===== config.mk =====
export PLATFORM = sky130hd
export DESIGN_NAME = pcib_io_window_regs
export DESIGN_NICKNAME = d
export VERILOG_FILES = /design/src/core/pcib_pkg.sv /design/src/core/pcib_win_if.sv /design/src/core/pcib_sync2.sv /design/src/core/pcib_io_decode.sv /design/src/core/pcib_io_window_regs.sv
export SDC_FILE = /design/constraint.sdc
export NUM_CORES = 1
export LEC_CHECK = 0
export BUFFER_PORTS_ARGS = -buffer_cell sky130_fd_sc_hd__buf_4
export CAP_MARGIN = 10
export CORE_UTILIZATION = 30
export CTS_BUF_LIST = sky130_fd_sc_hd__clkbuf_4
export DETAILED_ROUTE_END_ITERATION = 10
export MAX_ROUTING_LAYER = met4
export PLACE_DENSITY_LB_ADDON = 0.05
export SYNTH_ARGS = -nofsm -noshare
export SYNTH_HDL_FRONTEND = slang
export SYNTH_SLANG_ARGS = --single-unit
export TNS_END_PERCENT = 5

===== constraint.sdc =====
create_clock -name core_clk -period 3.7 [get_ports core_clk]
set_clock_uncertainty 0.1 [all_clocks]
set_input_delay 0.185 -clock core_clk [delete_from_list [all_inputs] [get_ports core_clk]]
set_output_delay 0.185 -clock core_clk [all_outputs]
set_load 0.05 [all_outputs]

===== src/core/pcib_pkg.sv =====
// Constants shared by the bridge I/O window configuration block
package pcib_pkg;

    // ========================================================================
    // Configuration dword offsets
    localparam logic [7:0] OFF_IO_UPPER   = 8'h30;
    localparam logic [7:0] OFF_CAP_PTR    = 8'h34;
    localparam logic [7:0] OFF_BRIDGE_CTL = 8'h3C;

    // ========================================================================
    // Field values and reset values
    localparam logic [7:0]  CAP_PTR_VALUE  = 8'hDC;
    localparam logic [7:0]  IRQ_PIN_VALUE  = 8'h00;
    localparam logic [15:0] IO_UPPER_RST   = 16'h0000;
    localparam logic        BCTL_BIT_RST   = 1'b0;
    localparam logic [31:0] UNMAPPED_READ  = 32'h0000_0000;

    // ========================================================================
    // Field positions
    localparam int IO_BASE_LSB    = 0;
    localparam int IO_LIMIT_LSB   = 16;
    localparam int IRQ_PIN_LSB    = 8;
    localparam int BCTL_PAR_BIT   = 16;
    localparam int BCTL_SERR_BIT  = 17;
    localparam int BCTL_ISA_BIT   = 18;

    // ========================================================================
    // Window geometry: 4 kB granularity, legacy filter in first 64 kB
    localparam int          IO_GRAN_BITS  = 12;
    localparam logic [11:0] IO_GRAN_ZERO  = 12'h000;
    localparam logic [11:0] IO_GRAN_ONES  = 12'hFFF;
    localparam logic [15:0] ISA_TOP_HALF  = 16'h0000;
    localparam logic [1:0]  ISA_LOW_QUART = 2'h0;

endpackage


===== src/core/pcib_win_if.sv =====
// Window bounds and filter mode passed from the registers to the decoders
`timescale 1ns/1ps
`default_nettype none

interface pcib_win_if;
    logic [15:0] base_hi;  // Base address bits 31:16
    logic [15:0] limit_hi; // Limit address bits 31:16
    logic [3:0]  base_lo;  // Base address bits 15:12
    logic [3:0]  limit_lo; // Limit address bits 15:12
    logic        isa_en;   // Legacy I/O filter enable

    modport regs (output base_hi, limit_hi, base_lo, limit_lo, isa_en);
    modport dec  (input  base_hi, limit_hi, base_lo, limit_lo, isa_en);
endinterface

`default_nettype wire


===== src/core/pcib_sync2.sv =====
// Two-stage synchroniser for pin inputs
`timescale 1ns/1ps
`default_nettype none

module pcib_sync2 #(
    parameter logic RST_VAL = 1'b1
) (
    input  wire logic core_clk, // System clock
    input  wire logic rst,      // Synchronous reset, active high
    input  wire logic d_in,     // Asynchronous input
    output logic      q_out     // Synchronised level
);
    logic meta_r;

    always_ff @(posedge core_clk)
    begin
        if (rst)
        begin
            meta_r <= RST_VAL;
            q_out  <= RST_VAL;
        end
        else
        begin
            meta_r <= d_in;
            q_out  <= meta_r;
        end
    end
endmodule

`default_nettype wire


===== src/core/pcib_io_decode.sv =====
// I/O window and legacy filter decoder for one forwarding direction
`timescale 1ns/1ps
`default_nettype none

module pcib_io_decode #(
    parameter bit UPSTREAM = 1'b0
) (
    pcib_win_if.dec    win,  // Window bounds and filter mode
    input  wire logic [31:0] addr, // I/O address of the transaction
    output logic       hit   // Transaction is to be forwarded
);
    logic [31:0] full_base;
    logic [31:0] full_limit;
    logic        in_win;
    logic        isa_zone;
    logic        isa_cut;

    // Low 12 bits are implied, giving 4 kB alignment of both bounds
    assign full_base  = {win.base_hi, win.base_lo,
                         pcib_pkg::IO_GRAN_ZERO}; // RULE_03 RULE_17
    assign full_limit = {win.limit_hi, win.limit_lo,
                         pcib_pkg::IO_GRAN_ONES}; // RULE_03 RULE_17
    assign in_win     = (addr >= full_base) && (addr <= full_limit); // RULE_17
    // Last 768 bytes of each 1 kB block inside the first 64 kB
    assign isa_zone   = (addr[31:16] == pcib_pkg::ISA_TOP_HALF)
                     && (addr[9:8] != pcib_pkg::ISA_LOW_QUART);
    assign isa_cut    = win.isa_en && isa_zone && in_win;

    generate
        if (UPSTREAM)
        begin : g_up
            assign hit = !in_win || isa_cut;
        end
        else
        begin : g_down
            assign hit = in_win && !isa_cut;
        end
    endgenerate
endmodule

`default_nettype wire


===== src/core/pcib_io_window_regs.sv =====
// Bridge I/O window upper bounds, capability pointer and bridge control
//
// Functional notes
// (RULE_01) Dword 0x30 bits 15:0 hold base address bits 31:16, R/W, reset 0.
// (RULE_02) Dword 0x30 bits 31:16 hold limit address bits 31:16, R/W, reset 0.
// (RULE_03) Both window bounds have 4 kB granularity and alignment.
// (RULE_04) Software sets the upper base before relying on I/O forwarding.
// (RULE_05) Dword 0x34 bits 7:0 read 0xDC, the first capability offset.
// (RULE_06) Dword 0x34 bits 31:8 read zero and ignore writes.
// (RULE_07) Dword 0x3C bits 15:8 read zero since there is no interrupt pin.
// (RULE_08) With parity response off, no secondary parity error or report.
// (RULE_09) With parity response off, address parity raises no system error.
// (RULE_10) With parity response on, data parity errors drive the pin.
// (RULE_11) Address parity system errors need parity response set.
// (RULE_12) With forwarding off, secondary system error is not passed up.
// (RULE_13) Forwarding on plus driver enable passes secondary system error.
// (RULE_14) With legacy filter off, every in-window I/O goes downstream.
// (RULE_15) Legacy filter drops primary in-window low-64k last-768B cycles.
// (RULE_16) Legacy filter sends secondary last-768B cycles upstream. In-window, the code does so only in the first 64 kB.
// (RULE_17) Full bounds join upper and lower fields, compared inclusively.
`timescale 1ns/1ps
`default_nettype none

module pcib_io_window_regs (
    input  wire logic        core_clk,                // 10 MHz clock
    input  wire logic        rst,                     // Sync reset, high
    input  wire logic        cfg_req,                 // Config access pulse
    input  wire logic        cfg_we,                  // 1 write, 0 read
    input  wire logic [7:0]  cfg_addr,                // Dword byte offset
    input  wire logic [3:0]  primary_byte_enables_n,  // Lane enables, low
    input  wire logic [31:0] cfg_wdata,               // Write data
    output logic      [31:0] cfg_rdata_r,             // Read data
    output logic             cfg_ack_r,               // Access done pulse
    input  wire logic [3:0]  io_base_low,             // Base bits 15:12
    input  wire logic [3:0]  io_limit_low,            // Limit bits 15:12
    input  wire logic        primary_serr_enable,     // Command SERR enable
    input  wire logic        pri_io_valid,            // Primary I/O cycle
    input  wire logic [31:0] pri_io_addr,             // Primary I/O address
    output logic             pri_io_claim_r,          // Forward downstream
    input  wire logic        sec_io_valid,            // Secondary I/O cycle
    input  wire logic [31:0] sec_io_addr,             // Secondary address
    output logic             sec_io_claim_r,          // Forward upstream
    input  wire logic        sec_data_parity_err,     // Data parity pulse
    input  wire logic        sec_addr_parity_err,     // Addr parity pulse
    input  wire logic        sec_is_master,           // Bridge mastered cycle
    input  wire logic        secondary_system_error_in_n, // Pin, low
    output logic             secondary_parity_error_out_n_r, // Pin value
    output logic             secondary_parity_error_oe_r,    // Pin drive
    output logic             primary_system_error_out_n_r,   // Pin value
    output logic             primary_system_error_oe_r,      // Pin drive
    output logic             data_parity_reported_set_r,     // Status pulse
    output logic             parity_response_r,       // Bridge ctl bit 16
    output logic             system_error_forward_enable_r, // Bit 17
    output logic             legacy_io_filter_enable_r      // Bit 18
);

    // ========================================================================
    // Register state
    logic [15:0] base_hi_r;
    logic [15:0] base_hi_nxt;
    logic [15:0] limit_hi_r;
    logic [15:0] limit_hi_nxt;
    logic        par_nxt;
    logic        fwd_nxt;
    logic        isa_nxt;

    // ========================================================================
    // Access decode
    logic [3:0]  lane_en;
    logic        wr_io;
    logic        wr_ctl;
    logic        hit_io;
    logic        hit_cap;
    logic        hit_ctl;
    logic [31:0] io_word;
    logic [31:0] cap_word;
    logic [31:0] ctl_word;
    logic [31:0] rd_word;

    assign lane_en = ~primary_byte_enables_n;
    assign hit_io  = (cfg_addr == pcib_pkg::OFF_IO_UPPER);
    assign hit_cap = (cfg_addr == pcib_pkg::OFF_CAP_PTR);
    assign hit_ctl = (cfg_addr == pcib_pkg::OFF_BRIDGE_CTL);
    assign wr_io   = cfg_req && cfg_we && hit_io;
    assign wr_ctl  = cfg_req && cfg_we && hit_ctl && lane_en[2];

    // Each byte lane updates only its own byte of the word
    assign base_hi_nxt[7:0]   = (wr_io && lane_en[0]) ? cfg_wdata[7:0]
                              : base_hi_r[7:0];   // RULE_01
    assign base_hi_nxt[15:8]  = (wr_io && lane_en[1]) ? cfg_wdata[15:8]
                              : base_hi_r[15:8];  // RULE_01
    assign limit_hi_nxt[7:0]  = (wr_io && lane_en[2]) ? cfg_wdata[23:16]
                              : limit_hi_r[7:0];  // RULE_02
    assign limit_hi_nxt[15:8] = (wr_io && lane_en[3]) ? cfg_wdata[31:24]
                              : limit_hi_r[15:8]; // RULE_02

    assign par_nxt = wr_ctl ? cfg_wdata[pcib_pkg::BCTL_PAR_BIT]
                            : parity_response_r;
    assign fwd_nxt = wr_ctl ? cfg_wdata[pcib_pkg::BCTL_SERR_BIT]
                            : system_error_forward_enable_r;
    assign isa_nxt = wr_ctl ? cfg_wdata[pcib_pkg::BCTL_ISA_BIT]
                            : legacy_io_filter_enable_r;

    // Read words; everything not named here reads as zero
    assign io_word  = ({16'h0000, limit_hi_r} << pcib_pkg::IO_LIMIT_LSB)
                    | ({16'h0000, base_hi_r} << pcib_pkg::IO_BASE_LSB);
    assign cap_word = {24'h00_0000, pcib_pkg::CAP_PTR_VALUE};  // RULE_05 RULE_06
    assign ctl_word = ({31'h0, parity_response_r} << pcib_pkg::BCTL_PAR_BIT)
                    | ({31'h0, system_error_forward_enable_r}
                       << pcib_pkg::BCTL_SERR_BIT)
                    | ({31'h0, legacy_io_filter_enable_r}
                       << pcib_pkg::BCTL_ISA_BIT)
                    | ({24'h00_0000, pcib_pkg::IRQ_PIN_VALUE}
                       << pcib_pkg::IRQ_PIN_LSB);                // RULE_07
    assign rd_word  = hit_io  ? io_word  :
                      hit_cap ? cap_word :
                      hit_ctl ? ctl_word : pcib_pkg::UNMAPPED_READ;

    always_ff @(posedge core_clk)
    begin
        if (rst)
        begin
            base_hi_r                     <= pcib_pkg::IO_UPPER_RST;
            limit_hi_r                    <= pcib_pkg::IO_UPPER_RST;
            parity_response_r             <= pcib_pkg::BCTL_BIT_RST;
            system_error_forward_enable_r <= pcib_pkg::BCTL_BIT_RST;
            legacy_io_filter_enable_r     <= pcib_pkg::BCTL_BIT_RST;
            cfg_rdata_r                   <= pcib_pkg::UNMAPPED_READ;
            cfg_ack_r                     <= 1'b0;
        end
        else
        begin
            base_hi_r                     <= base_hi_nxt;
            limit_hi_r                    <= limit_hi_nxt;
            parity_response_r             <= par_nxt;
            system_error_forward_enable_r <= fwd_nxt;
            legacy_io_filter_enable_r     <= isa_nxt;
            cfg_rdata_r <= (cfg_req && !cfg_we) ? rd_word : cfg_rdata_r;
            cfg_ack_r                     <= cfg_req;
        end
    end

    // ========================================================================
    // Forwarding decoders
    pcib_win_if win ();

    assign win.base_hi  = base_hi_r;
    assign win.limit_hi = limit_hi_r;
    assign win.base_lo  = io_base_low;
    assign win.limit_lo = io_limit_low;
    assign win.isa_en   = legacy_io_filter_enable_r;

    logic pri_hit;
    logic sec_hit;

    pcib_io_decode #(.UPSTREAM(1'b0)) u_down (
        .win  (win),
        .addr (pri_io_addr),
        .hit  (pri_hit)
    );

    pcib_io_decode #(.UPSTREAM(1'b1)) u_up (
        .win  (win),
        .addr (sec_io_addr),
        .hit  (sec_hit)
    );

    // ========================================================================
    // Error reporting
    logic serr_in_n;
    logic serr_lvl;
    logic perr_drive;
    logic serr_fwd;
    logic serr_apar;
    logic serr_drive;

    // Pin arrives from the secondary bus, so it is synchronised first
    pcib_sync2 #(.RST_VAL(1'b1)) u_serr_sync (
        .core_clk (core_clk),
        .rst      (rst),
        .d_in     (secondary_system_error_in_n),
        .q_out    (serr_in_n)
    );

    assign serr_lvl   = !serr_in_n;
    assign perr_drive = parity_response_r
                     && sec_data_parity_err;  // RULE_08 RULE_10
    assign serr_fwd   = system_error_forward_enable_r && primary_serr_enable
                     && serr_lvl;             // RULE_12 RULE_13
    assign serr_apar  = parity_response_r && primary_serr_enable
                     && sec_addr_parity_err;  // RULE_09 RULE_11
    assign serr_drive = serr_fwd || serr_apar;

    always_ff @(posedge core_clk)
    begin
        if (rst)
        begin
            pri_io_claim_r                 <= 1'b0;
            sec_io_claim_r                 <= 1'b0;
            secondary_parity_error_out_n_r <= 1'b1;
            secondary_parity_error_oe_r    <= 1'b0;
            primary_system_error_out_n_r   <= 1'b1;
            primary_system_error_oe_r      <= 1'b0;
            data_parity_reported_set_r     <= 1'b0;
        end
        else
        begin
            pri_io_claim_r <= pri_io_valid && pri_hit; // RULE_14 RULE_15
            sec_io_claim_r                 <= sec_io_valid && sec_hit; // RULE_16
            secondary_parity_error_out_n_r <= !perr_drive;
            secondary_parity_error_oe_r    <= perr_drive;
            primary_system_error_out_n_r   <= !serr_drive;
            primary_system_error_oe_r      <= serr_drive;
            // Reported only when the bridge mastered the failing cycle
            data_parity_reported_set_r     <= perr_drive && sec_is_master;
        end
    end

    // ========================================================================
    // Checks
    logic [31:0] chk_base;
    logic [31:0] chk_limit;
    assign chk_base  = {base_hi_r, io_base_low, pcib_pkg::IO_GRAN_ZERO};
    assign chk_limit = {limit_hi_r, io_limit_low, pcib_pkg::IO_GRAN_ONES};
endmodule

`default_nettype wire


# Word-level counts from Yosys, hierarchy flattened
# Cells that the tools add are included.
dict set report op_classes {
  multipliers 0
  bitwise_logic 4
  shifts 0
  order_cmp 4
  n_eq_ne 3
  n_div 0
  mux 3
  n_reduce_logical 38
  add_sub_neg 0
}
# operator count
set op_table {}
lappend op_table {{$ge A32 B32 Y1} 2}
lappend op_table {{$le A32 B32 Y1} 2}
lappend op_table {{$mux W19} 2}
lappend op_table {{$logic_not A16 Y1} 2}
lappend op_table {{$mux W32} 1}
lappend op_table {{$or A32 B16 Y32} 1}
lappend op_table {{$logic_and A1 B1 Y1} 26}
lappend op_table {{$eq A8 B6 Y1 const B} 3}
lappend op_table {{$or A18 B19 Y19} 1}
lappend op_table {{$or A17 B18 Y18} 1}
lappend op_table {{$logic_not A1 Y1} 6}
lappend op_table {{$not A4 Y4} 1}
lappend op_table {{$reduce_bool A2 Y1} 2}
lappend op_table {{$logic_or A1 B1 Y1} 2}
dict set report totals {
  register_bits 77
  input_bits 127
  elab_cells 70
  memories 0
  rom_bits 0
  latchBits 0
  out_inout_bits 43
  mem_bits_rw 0
}

# Logic depth before layout (Yosys ltp)
# Gate-level depths: netlist of run 1.
dict set report logic_depth {
  word_depth 7
  ltp_mapped 8
  ltp_nobuf 8
}

# Hierarchy
# A second synthesis of run 1 with hierarchy kept.
dict set report unflattened {
  hier_cells 671
  hier_area_um2 5380.2
}
# mod area_per_inst_um2 instances cells_each seq_area_each_um2
set by_module_without_submodules {}
lappend by_module_without_submodules {pcib_io_window_regs 3081.7 1 351 1501.4}
lappend by_module_without_submodules {{pcib_io_decode at u_down} 1131.1 1 155 0.0}
lappend by_module_without_submodules {{pcib_io_decode at u_up} 1114.8 1 161 0.0}
lappend by_module_without_submodules {pcib_sync2 52.6 1 4 40.0}

# Worst setup path after synthesis of run 1
# OpenSTA, ideal clock, no wires.
dict set report synth_path {
  kind {register to register}
  startpoint {register limit_hi_r[14]}
  endpoint {register sec_io_claim_r}
  t_arrival_ps 1668
  setup_time_ps 122
  stages_incl_launch_ff 8
  required_ps 3478
  setup_slack_ps 1810
  path_buffers 0
  synth_period_minus_slack_ps 1890
  path_cell_list {dfxtp_1 > inv_1 > ha_1 > nand4_1 > nor4_1 > and2_1 > o41ai_1 > o311a_1}
}
dict set report synth_via {
  elab_chain_len 5
  word_cells_on_any_way 6
  cone_classes {order compare: 1; reduce/logical: 5}
}
# item line_no
set synth_rtl {}
lappend synth_rtl {{start: declaration} pcib_io_window_regs.sv:61} ;# logic [15:0] limit_hi_r;
lappend synth_rtl {{start signal: assignment} pcib_io_window_regs.sv:124} ;# limit_hi_r <= pcib_pkg::IO_UPPER_RST;
lappend synth_rtl {{start signal: assignment} pcib_io_window_regs.sv:134} ;# limit_hi_r <= limit_hi_nxt;
lappend synth_rtl {{$le A32 B32 Y1 (*)} pcib_io_decode.sv:23} ;# assign in_win = (addr >= full_base) && (addr <= full_limit);
lappend synth_rtl {{$logic_and A1 B1 Y1 (*)} pcib_io_decode.sv:23}
lappend synth_rtl {{$logic_not A1 Y1 or $logic_and A1 B1 Y1 (tied branches)} {pcib_io_decode.sv:32, pcib_io_decode.sv:27}}
lappend synth_rtl {{$logic_or A1 B1 Y1 (*)} pcib_io_decode.sv:32} ;# assign hit = !in_win || isa_cut;
lappend synth_rtl {{$logic_and A1 B1 Y1 (*)} pcib_io_window_regs.sv:209} ;# sec_io_claim_r <= sec_io_valid && sec_hit;
lappend synth_rtl {{end signal: assignment} pcib_io_window_regs.sv:209}
lappend synth_rtl {{end: declaration} pcib_io_window_regs.sv:42} ;# output logic sec_io_claim_r,
# Every way passes the cells marked *; elsewhere a longest branch is shown, timed or not.
# A chain may end at the register's enable or synchronous reset.

# Worst setup path after layout of run 1
dict set report layout_path {
  startpoint {input cfg_addr[2]}
  endpoint {register base_hi_r[3]}
}
dict set report layout_via {
  elab_chain_len 3
}
# item line_no
set layout_rtl {}
lappend layout_rtl {{start: declaration} pcib_io_window_regs.sv:29} ;# input wire logic [7:0] cfg_addr,
lappend layout_rtl {{$eq A8 B6 Y1} pcib_io_window_regs.sv:81} ;# assign hit_io = (cfg_addr == pcib_pkg::OFF_IO_UPPER);
lappend layout_rtl {{$logic_and A1 B1 Y1} pcib_io_window_regs.sv:84} ;# assign wr_io = cfg_req && cfg_we && hit_io;
lappend layout_rtl {{$logic_and A1 B1 Y1} pcib_io_window_regs.sv:88} ;# assign base_hi_nxt[7:0] = (wr_io && lane_en[0]) ? cfg_wdata[7:0]
lappend layout_rtl {{end signal: assignment} pcib_io_window_regs.sv:123} ;# base_hi_r <= pcib_pkg::IO_UPPER_RST;
lappend layout_rtl {{end signal: assignment} pcib_io_window_regs.sv:133} ;# base_hi_r <= base_hi_nxt;
lappend layout_rtl {{end: declaration} pcib_io_window_regs.sv:59} ;# logic [15:0] base_hi_r;
# No other way between the ends.

==> key figures, run 1 <==
Outcome
  – Outcome: finished, final reports clean

Final layout
  – Final instance area: 7310 sq um
  – Largest Register: cfg_rdata_r
  – Filler cells: 1533
  – Register area: 1540 sq um
  – Max reg flops: 32
  – Area of the multi-input gates: 2990 sq um
  – Layout cells sized above 1: 23.3%
  – Final std cells w/o fill: 1055
  – Area Overhead vs Synth: 52.8%
  – Largest regs: cfg_rdata_r: 32 flops, base_hi_r: 16 flops, limit_hi_r: 16 flops
  – Nets: 1045

Routing
  – DRT Pass-1 Iters: 5
  – Vias per cell: 4.90
  – Drt drc: 0
  – Wirelength per Cell: 15.4 um
  – Iteration-0 DRC count of the detailed router: 267
  – Total wire length: 16300 um
  – Routed Antenna Nets: 0
  – DR vias: 5165

Yosys
  – Synth Flop Type: dfxtp_1
  – Post-synthesis async set-or-reset flop share: 0%
  – Most frequent cells after synthesis: ha_1, a21oi_1, dfxtp_1
  – Avg Inst Size Synth: 8.13 sq um
  – Fraction of the mapped netlist area in adder cells: 20.9%
  – Post-synthesis sequential area ratio: 32.2%
  – Netlist cell types: 41
  – Xor/xnor share of the synthesized area: 0%
  – Largest area contributor in the netlist: dfxtp_1
  – Largest family of logic cells by synthesized area: simple AND/OR/NAND/NOR gates
  – Area contributors post-synth: dfxtp_1, ha_1, a21oi_1
  – Synth top area share: 32.2%
  – Simple-gate share of the synthesized area: 21.0%
  – Syn nets: 795
  – Complex-gate fraction of the synthesized area: 18.0%
  – Synth warnings: 0
  – Top-count cell post-synth: ha_1
  – Post-synthesis mux area share: 2.30%
  – Post-synth EDFFs: 0
  – Synth Register Bits: 77
  – Syn Inst Count: 588
  – Mapped Area: 4780 sq um

GRT
  – First-pass GRT wire length: 26100 um
  – Grt peak-use layer: met2
  – Initial antenna violation count: 1
  – Met2 Track Usage GR: 33.2%
  – Met3 global-route usage: 3.17%
  – Largest net degree at the start of global routing: 74
  – GRT Resource Usage Total: 21.0%
  – Global route total overflow: 0
  – GR Util met1: 27.6%
  – Vias in the first global route: 5263

Setup path
  – Worst setup EP type: flop
  – FF-to-FF Start: limit_hi_r[14]
  – Crit path max fanout: 27
  – Worst path most repeated cell: dlygate4sd3_1
  – Slowest Stage Delay on Critical Path: 590 ps
  – Reg-to-reg slack, setup: 1380 ps
  – Slowest cell on the critical path: dlygate4sd3_1
  – Crit path from: cfg_addr[2]
  – Delay-heaviest family, CP: buffers and inverters
  – Setup crit start kind: input pin
  – WP data arrival: 3570 ps
  – Worst EP required: 4000 ps
  – Crit-path cells: dlygate4sd3_1, buf_4, nor4_4, nand3_4, nor2_2, nand2_1, dlygate4sd3_1, a21oi_1, dlygate4sd3_1
  – WP buf/inv: 4
  – Worst Setup Path Type: input pin to flop

Hold path
  – Hold_sp: primary_byte_enables_n[0]
  – Worst Hold Class: input pin to flop

Clock network
  – TritonCTS clock tree: built
  – Clock transition at the registers of the reported paths: 130 ps
  – Post-CTS Setup Repair Bufs: 0
  – Clock Latency Late Sink: 440 ps
  – Clk buf depth: 2
  – H-tree depth: 3
  – Clock buffer count from CTS: 9
  – TritonCTS Sinks: 77
  – Root buf cell: clkbuf_4

Power and ir drop
  – Power Density: 248 nW/um^2
  – Worst vdd ir: 0.181 mV
  – Leakage: 3.01 nW

Die
  – IO Count: 170
  – Starting density of the core: 31.1%
  – Row cnt: 45
  – Die X: 128 um
  – Die Area: 16500 sq um
  – Core Box Area: 15400 sq um
  – Chip height: 128 um

Placement
  – GPL Wtd Cong: 0.845
  – Post-detail-place hpwl: 12700 um
  – Port bufs: 169
  – Placed cell count: 950
  – Placed cell area: 6260 sq um

STA
  – Max-slew headroom: 29.5%
  – RSZ-0062 raised after global routing: no
  – Slew @ Worst Pin: 1060 ps
  – Achievable clock frequency: 306 MHz
  – Period utilization: 88.4%
  – Final hold violations: 0
  – Final min period: 3270 ps
  – Final Setup Violations: 0
  – Final Slew Violations: 0
  – TNS Setup: 0 ps

Flow run
  – MaxCap Viol Count: 0
==> metal layers <==
layer | wire (um) | up-vias
met5 | 0 | -
met4 | 180 | 0
met3 | 959 | 14
met2 | 7420 | 171
met1 | 7730 | 2358
li1 | - | 2622
==> tightest hold or removal path, delay by kind of cell <==
family	cells	cell delay [ps]
AOI/OAI and AO/OA	2	240
buffers and inverters	1	140
==> final timing paths <==
check,end,depth (start not counted)
max,base_hi_r[3],9
min,base_hi_r[6],3
max reg2reg,sec_io_claim_r,7
min reg2reg,u_serr_sync.q_out,1
==> report_power, final <==
part           switching (W)  internal, W
sequential        0.00000351     0.000836
combinational       0.000186     0.000195
clock               0.000303     0.000285
==> stage by stage <==
step                      total power (W)  setup slack [ps]  utilization, %  hold slack, ps
after floorplan                   0.00102              1810               -             189
final                             0.00181               430            47.5            47.3
after detailed placement          0.00120               959            40.7             279
after global routing              0.00191               190            47.5            16.3
after global placement            0.00120              1030            40.7             271
after CTS                         0.00184               324            47.5            4.49
==> final cells by class <==
type	instances	share of cell area, %
multi-input cells	442	40.9
repair buffers	260	29.7
flip-flops and latches	77	21.1
well taps	211	3.61
inverters	48	2.47
clock buffers	11	1.13
clock inverters	5	1.03
diodes	1	0.0342
==> cell families after synthesis <==
kind of cell,count (synthesis)
flip-flops,77
multiplexers,11
buffers and inverters,69
AO/OA/AOI/OAI,150
AND/OR/NAND/NOR,201
adder cells (fa/ha/maj),80
==> cell usage in the layout, fill, tap and decap left out, drive strengths merged, types with 12 or more instances in the layout <==
master       count
nor4            12
nand4           22
dfxtp           77
ha              80
nand2           66
nor3            14
a21o            17
a21oi           78
nand3           32
o21ai           33
inv             48
dlygate4sd3     88
buf            172
nor2            34
==> repair_timing <==
item / CTS / global route
resized for setup: 0 / 1
hold buffers: 88 / 0
hold endpoints to repair: 52 / 0
endpoints found under the setup margin: 0 / 9
No activity file was read; power rests on OpenSTA's default activity.
==> run 2: changes to the inputs <==
- CORE_ASPECT_RATIO: not set -> 1.25
==> key figures, run 2 (synthesized netlist as in run 1, its figures left out) <==
STA
  – RSZ-0062 raised after global routing: no
  – Achievable clock frequency: 366 MHz (+20%)
  – Final Slew Violations: 0 (unchanged)
  – Period utilization: 73.8% (-15 points)
  – Final min period: 2730 ps (-539 ps)
  – Slew @ Worst Pin: 1100 ps (+39.5 ps)
  – Setup ws final: 969 ps (+539 ps)
  – Max-slew headroom: 26.9% (-2.6 points)
  – TNS Setup: 0 ps (unchanged)
  – Final hold violations: 0 (unchanged)
  – Final Setup Violations: 0 (unchanged)

Setup path
  – Slowest cell on the critical path: dlygate4sd3_1
  – Crit path from: cfg_addr[2]
  – Delay-heaviest family, CP: simple AND/OR/NAND/NOR gates
  – WP data arrival: 2990 ps (-580 ps)
  – Crit-path cells: dlygate4sd3_1, buf_4, nor4_4, nand3_2, nor2_2, nand2_1, dlygate4sd3_1, a21oi_1
  – Reg-to-reg slack, setup: 1280 ps (-100 ps)
  – FF-to-FF Start: limit_hi_r[14]
  – Worst Setup Path Type: input pin to flop
  – Worst setup EP type: flop
  – Worst path most repeated cell: dlygate4sd3_1
  – WP buf/inv: 3 (-1)
  – Worst EP required: 3960 ps (-40 ps)
  – Crit path max fanout: 27 (unchanged)
  – Slowest Stage Delay on Critical Path: 570 ps (-20 ps)
  – Depth of the worst register-to-register path: 7 (unchanged)
  – R2R Path End: sec_io_claim_r
  – Setup crit start kind: input pin

Clock network
  – Post-cts sizing count: 0 (unchanged)
  – Clock Latency Late Sink: 430 ps (about the same)
  – H-tree depth: 3 (unchanged)
  – Clock buffer count from CTS: 9 (unchanged)
  – Clk buf depth: 2 (unchanged)
  – Clock transition at the registers of the reported paths: 130 ps (about the same)
  – TritonCTS Sinks: 77 (unchanged)
  – TritonCTS clock tree: built
  – Root buf cell: clkbuf_4

Placement
  – Port bufs: 169 (unchanged)
  – Pre-CTS WS: 1160 ps (+199 ps)
  – Post-detail-place hpwl: 13000 um (+3.1%)
  – GPL Wtd Cong: 0.885 (+4.8%)

Final layout
  – Filler cells: 1605 (+4.7%)
  – Area Overhead vs Synth: 45.1%
  – Layout cells sized above 1: 24.5% (+1.3 points)
  – Post-route core utilization: 44.6% (-3.0 points)
  – Most frequent cells in the layout: buf_4, ha_1, a21oi_1
  – Commonest non-fill, non-tap cell in the layout: buf_4
  – Nets: 1006 (-3.7%)
  – Largest regs: cfg_rdata_r: 32 flops, base_hi_r: 16 flops, limit_hi_r: 16 flops
  – Largest Register: cfg_rdata_r
  – Max reg flops: 32 (unchanged)

Power and ir drop
  – Final Power: 0.00188 W (+3.6%)
  – Reg power frac: 44.8% (-1.6 points)
  – Pint: 0.00138 W (+4.8%)
  – Power Density: 270 nW/um^2 (+9.1%)
  – Comb pwr share: 20.1% (-1.0 points)
  – Worst vdd ir: 0.185 mV (+2.2%)
  – Clock share of power: 35.1% (+2.6 points)
  – Leakage: 2.87 nW (-4.9%)
  – NetSw: 0.000495 W (+0.45%)
  – Sw Ratio: 26.4% (-0.83 points)

Die
  – IO Count: 170 (unchanged)
  – Starting density of the core: 30.7% (-0.40 points)
  – Core Box Area: 15600 sq um (+1.3%)
  – Die Area: 16500 sq um (about the same)
  – Chip height: 143 um (+12%)
  – Die X: 115 um (-10%)
  – Row cnt: 51 (+13%)

GRT
  – GRT Resource Usage Total: 20.1% (-0.80 points)
  – Largest net degree at the start of global routing: 74 (unchanged)
  – Global route total overflow: 0 (unchanged)
  – First-pass GRT wire length: 24700 um (-5.2%)
  – Vias in the first global route: 4969 (-5.6%)
  – Initial antenna violation count: 1 (unchanged)

Routing
  – Wirelength per Cell: 15.9 um (+3.2%)
  – Total wire length: 16200 um (-0.52%)
  – Routed Antenna Nets: 0 (unchanged)
  – DR vias: 5037 (-2.5%)
  – Iteration-0 DRC count of the detailed router: 230 (-14%)
  – Vias per cell: 4.95 (+1.2%)
  – Drt drc: 0 (unchanged)
  – DRT Pass-1 Iters: 4 (-1)

Outcome
  – Outcome: finished, final reports clean

Flow run
  – MaxCap Viol Count: 0 (unchanged)

Hold path
  – Worst Hold Class: input pin to flop
  – Hold Path Depth: 4 (+1)
  – Hold_sp: primary_byte_enables_n[2]
  – Endpoint, Worst Hold: parity_response_r
[run 2: stage by stage]
step,hold slack [ps],std cells,area (sq um)
floorplan,189,588,4780
global placement,274,951,6260
detailed placement,273,951,6260
CTS,2.09,1016,6940
global route,12.7,1017,6940
finish,29.6,1017,6940
[run 2: worst register-to-register path: cells and delay by family, from the launching register on]
kind,cells,cell delay [ps]
AND/OR/NAND/NOR,3,980
flip-flops,1,400
AO/OA/AOI/OAI,2,400
adder cells (fa/ha/maj),1,330
buffers and inverters,1,110
[run 2: worst max path at each step]
stage                     slack [ps]             end  depth (start not counted)
final                            970  limit_hi_r[12]                          8
after global routing             770  limit_hi_r[12]                          8
after CTS                       1030   limit_hi_r[8]                          8
after detailed placement        1160   base_hi_r[13]                          7
after global placement          1220   base_hi_r[14]                          7
after floorplan                 1810  sec_io_claim_r                          7
[run 2: routing by layer]
| metal | vias up | routed length (um) | global-route usage (%) |
|---|---|---|---|
| met5 | - | 0 | - |
| met4 | 0 | 403 | 7.11 |
| met3 | 23 | 680 | 3.14 |
| met2 | 133 | 7790 | 33.5 |
| met1 | 2331 | 7340 | 24.6 |
| li1 | 2550 | - | - |
[run 2: final cells by class]
type / instances / area [sq um] / area share [%]
clock inverter: 6 / 111 / 1.60
tap: 212 / 265 / 3.82
inverter: 48 / 180 / 2.60
clock buffer: 10 / 75.1 / 1.08
timing repair buffer: 221 / 1780 / 25.7
sequential: 77 / 1540 / 22.2
multi-input combinational: 442 / 2980 / 43.0
antenna: 1 / 2.50 / 0.0361
[run 2: power groups by stage]
stage | clock network, W | logic [W] | registers [W]
after floorplan | 0 | 0.000135 | 0.000881
after global placement | 0 | 0.000337 | 0.000859
after detailed placement | 0 | 0.000345 | 0.000859
after CTS | 0.000676 | 0.000380 | 0.000841
after global routing | 0.000711 | 0.000416 | 0.000842
final | 0.000657 | 0.000377 | 0.000841
[run 2: what timing repair did]
item                      CTS  global route
buffers inserted            0             0
hold endpoints to repair   46             0
hold buffers               49             0
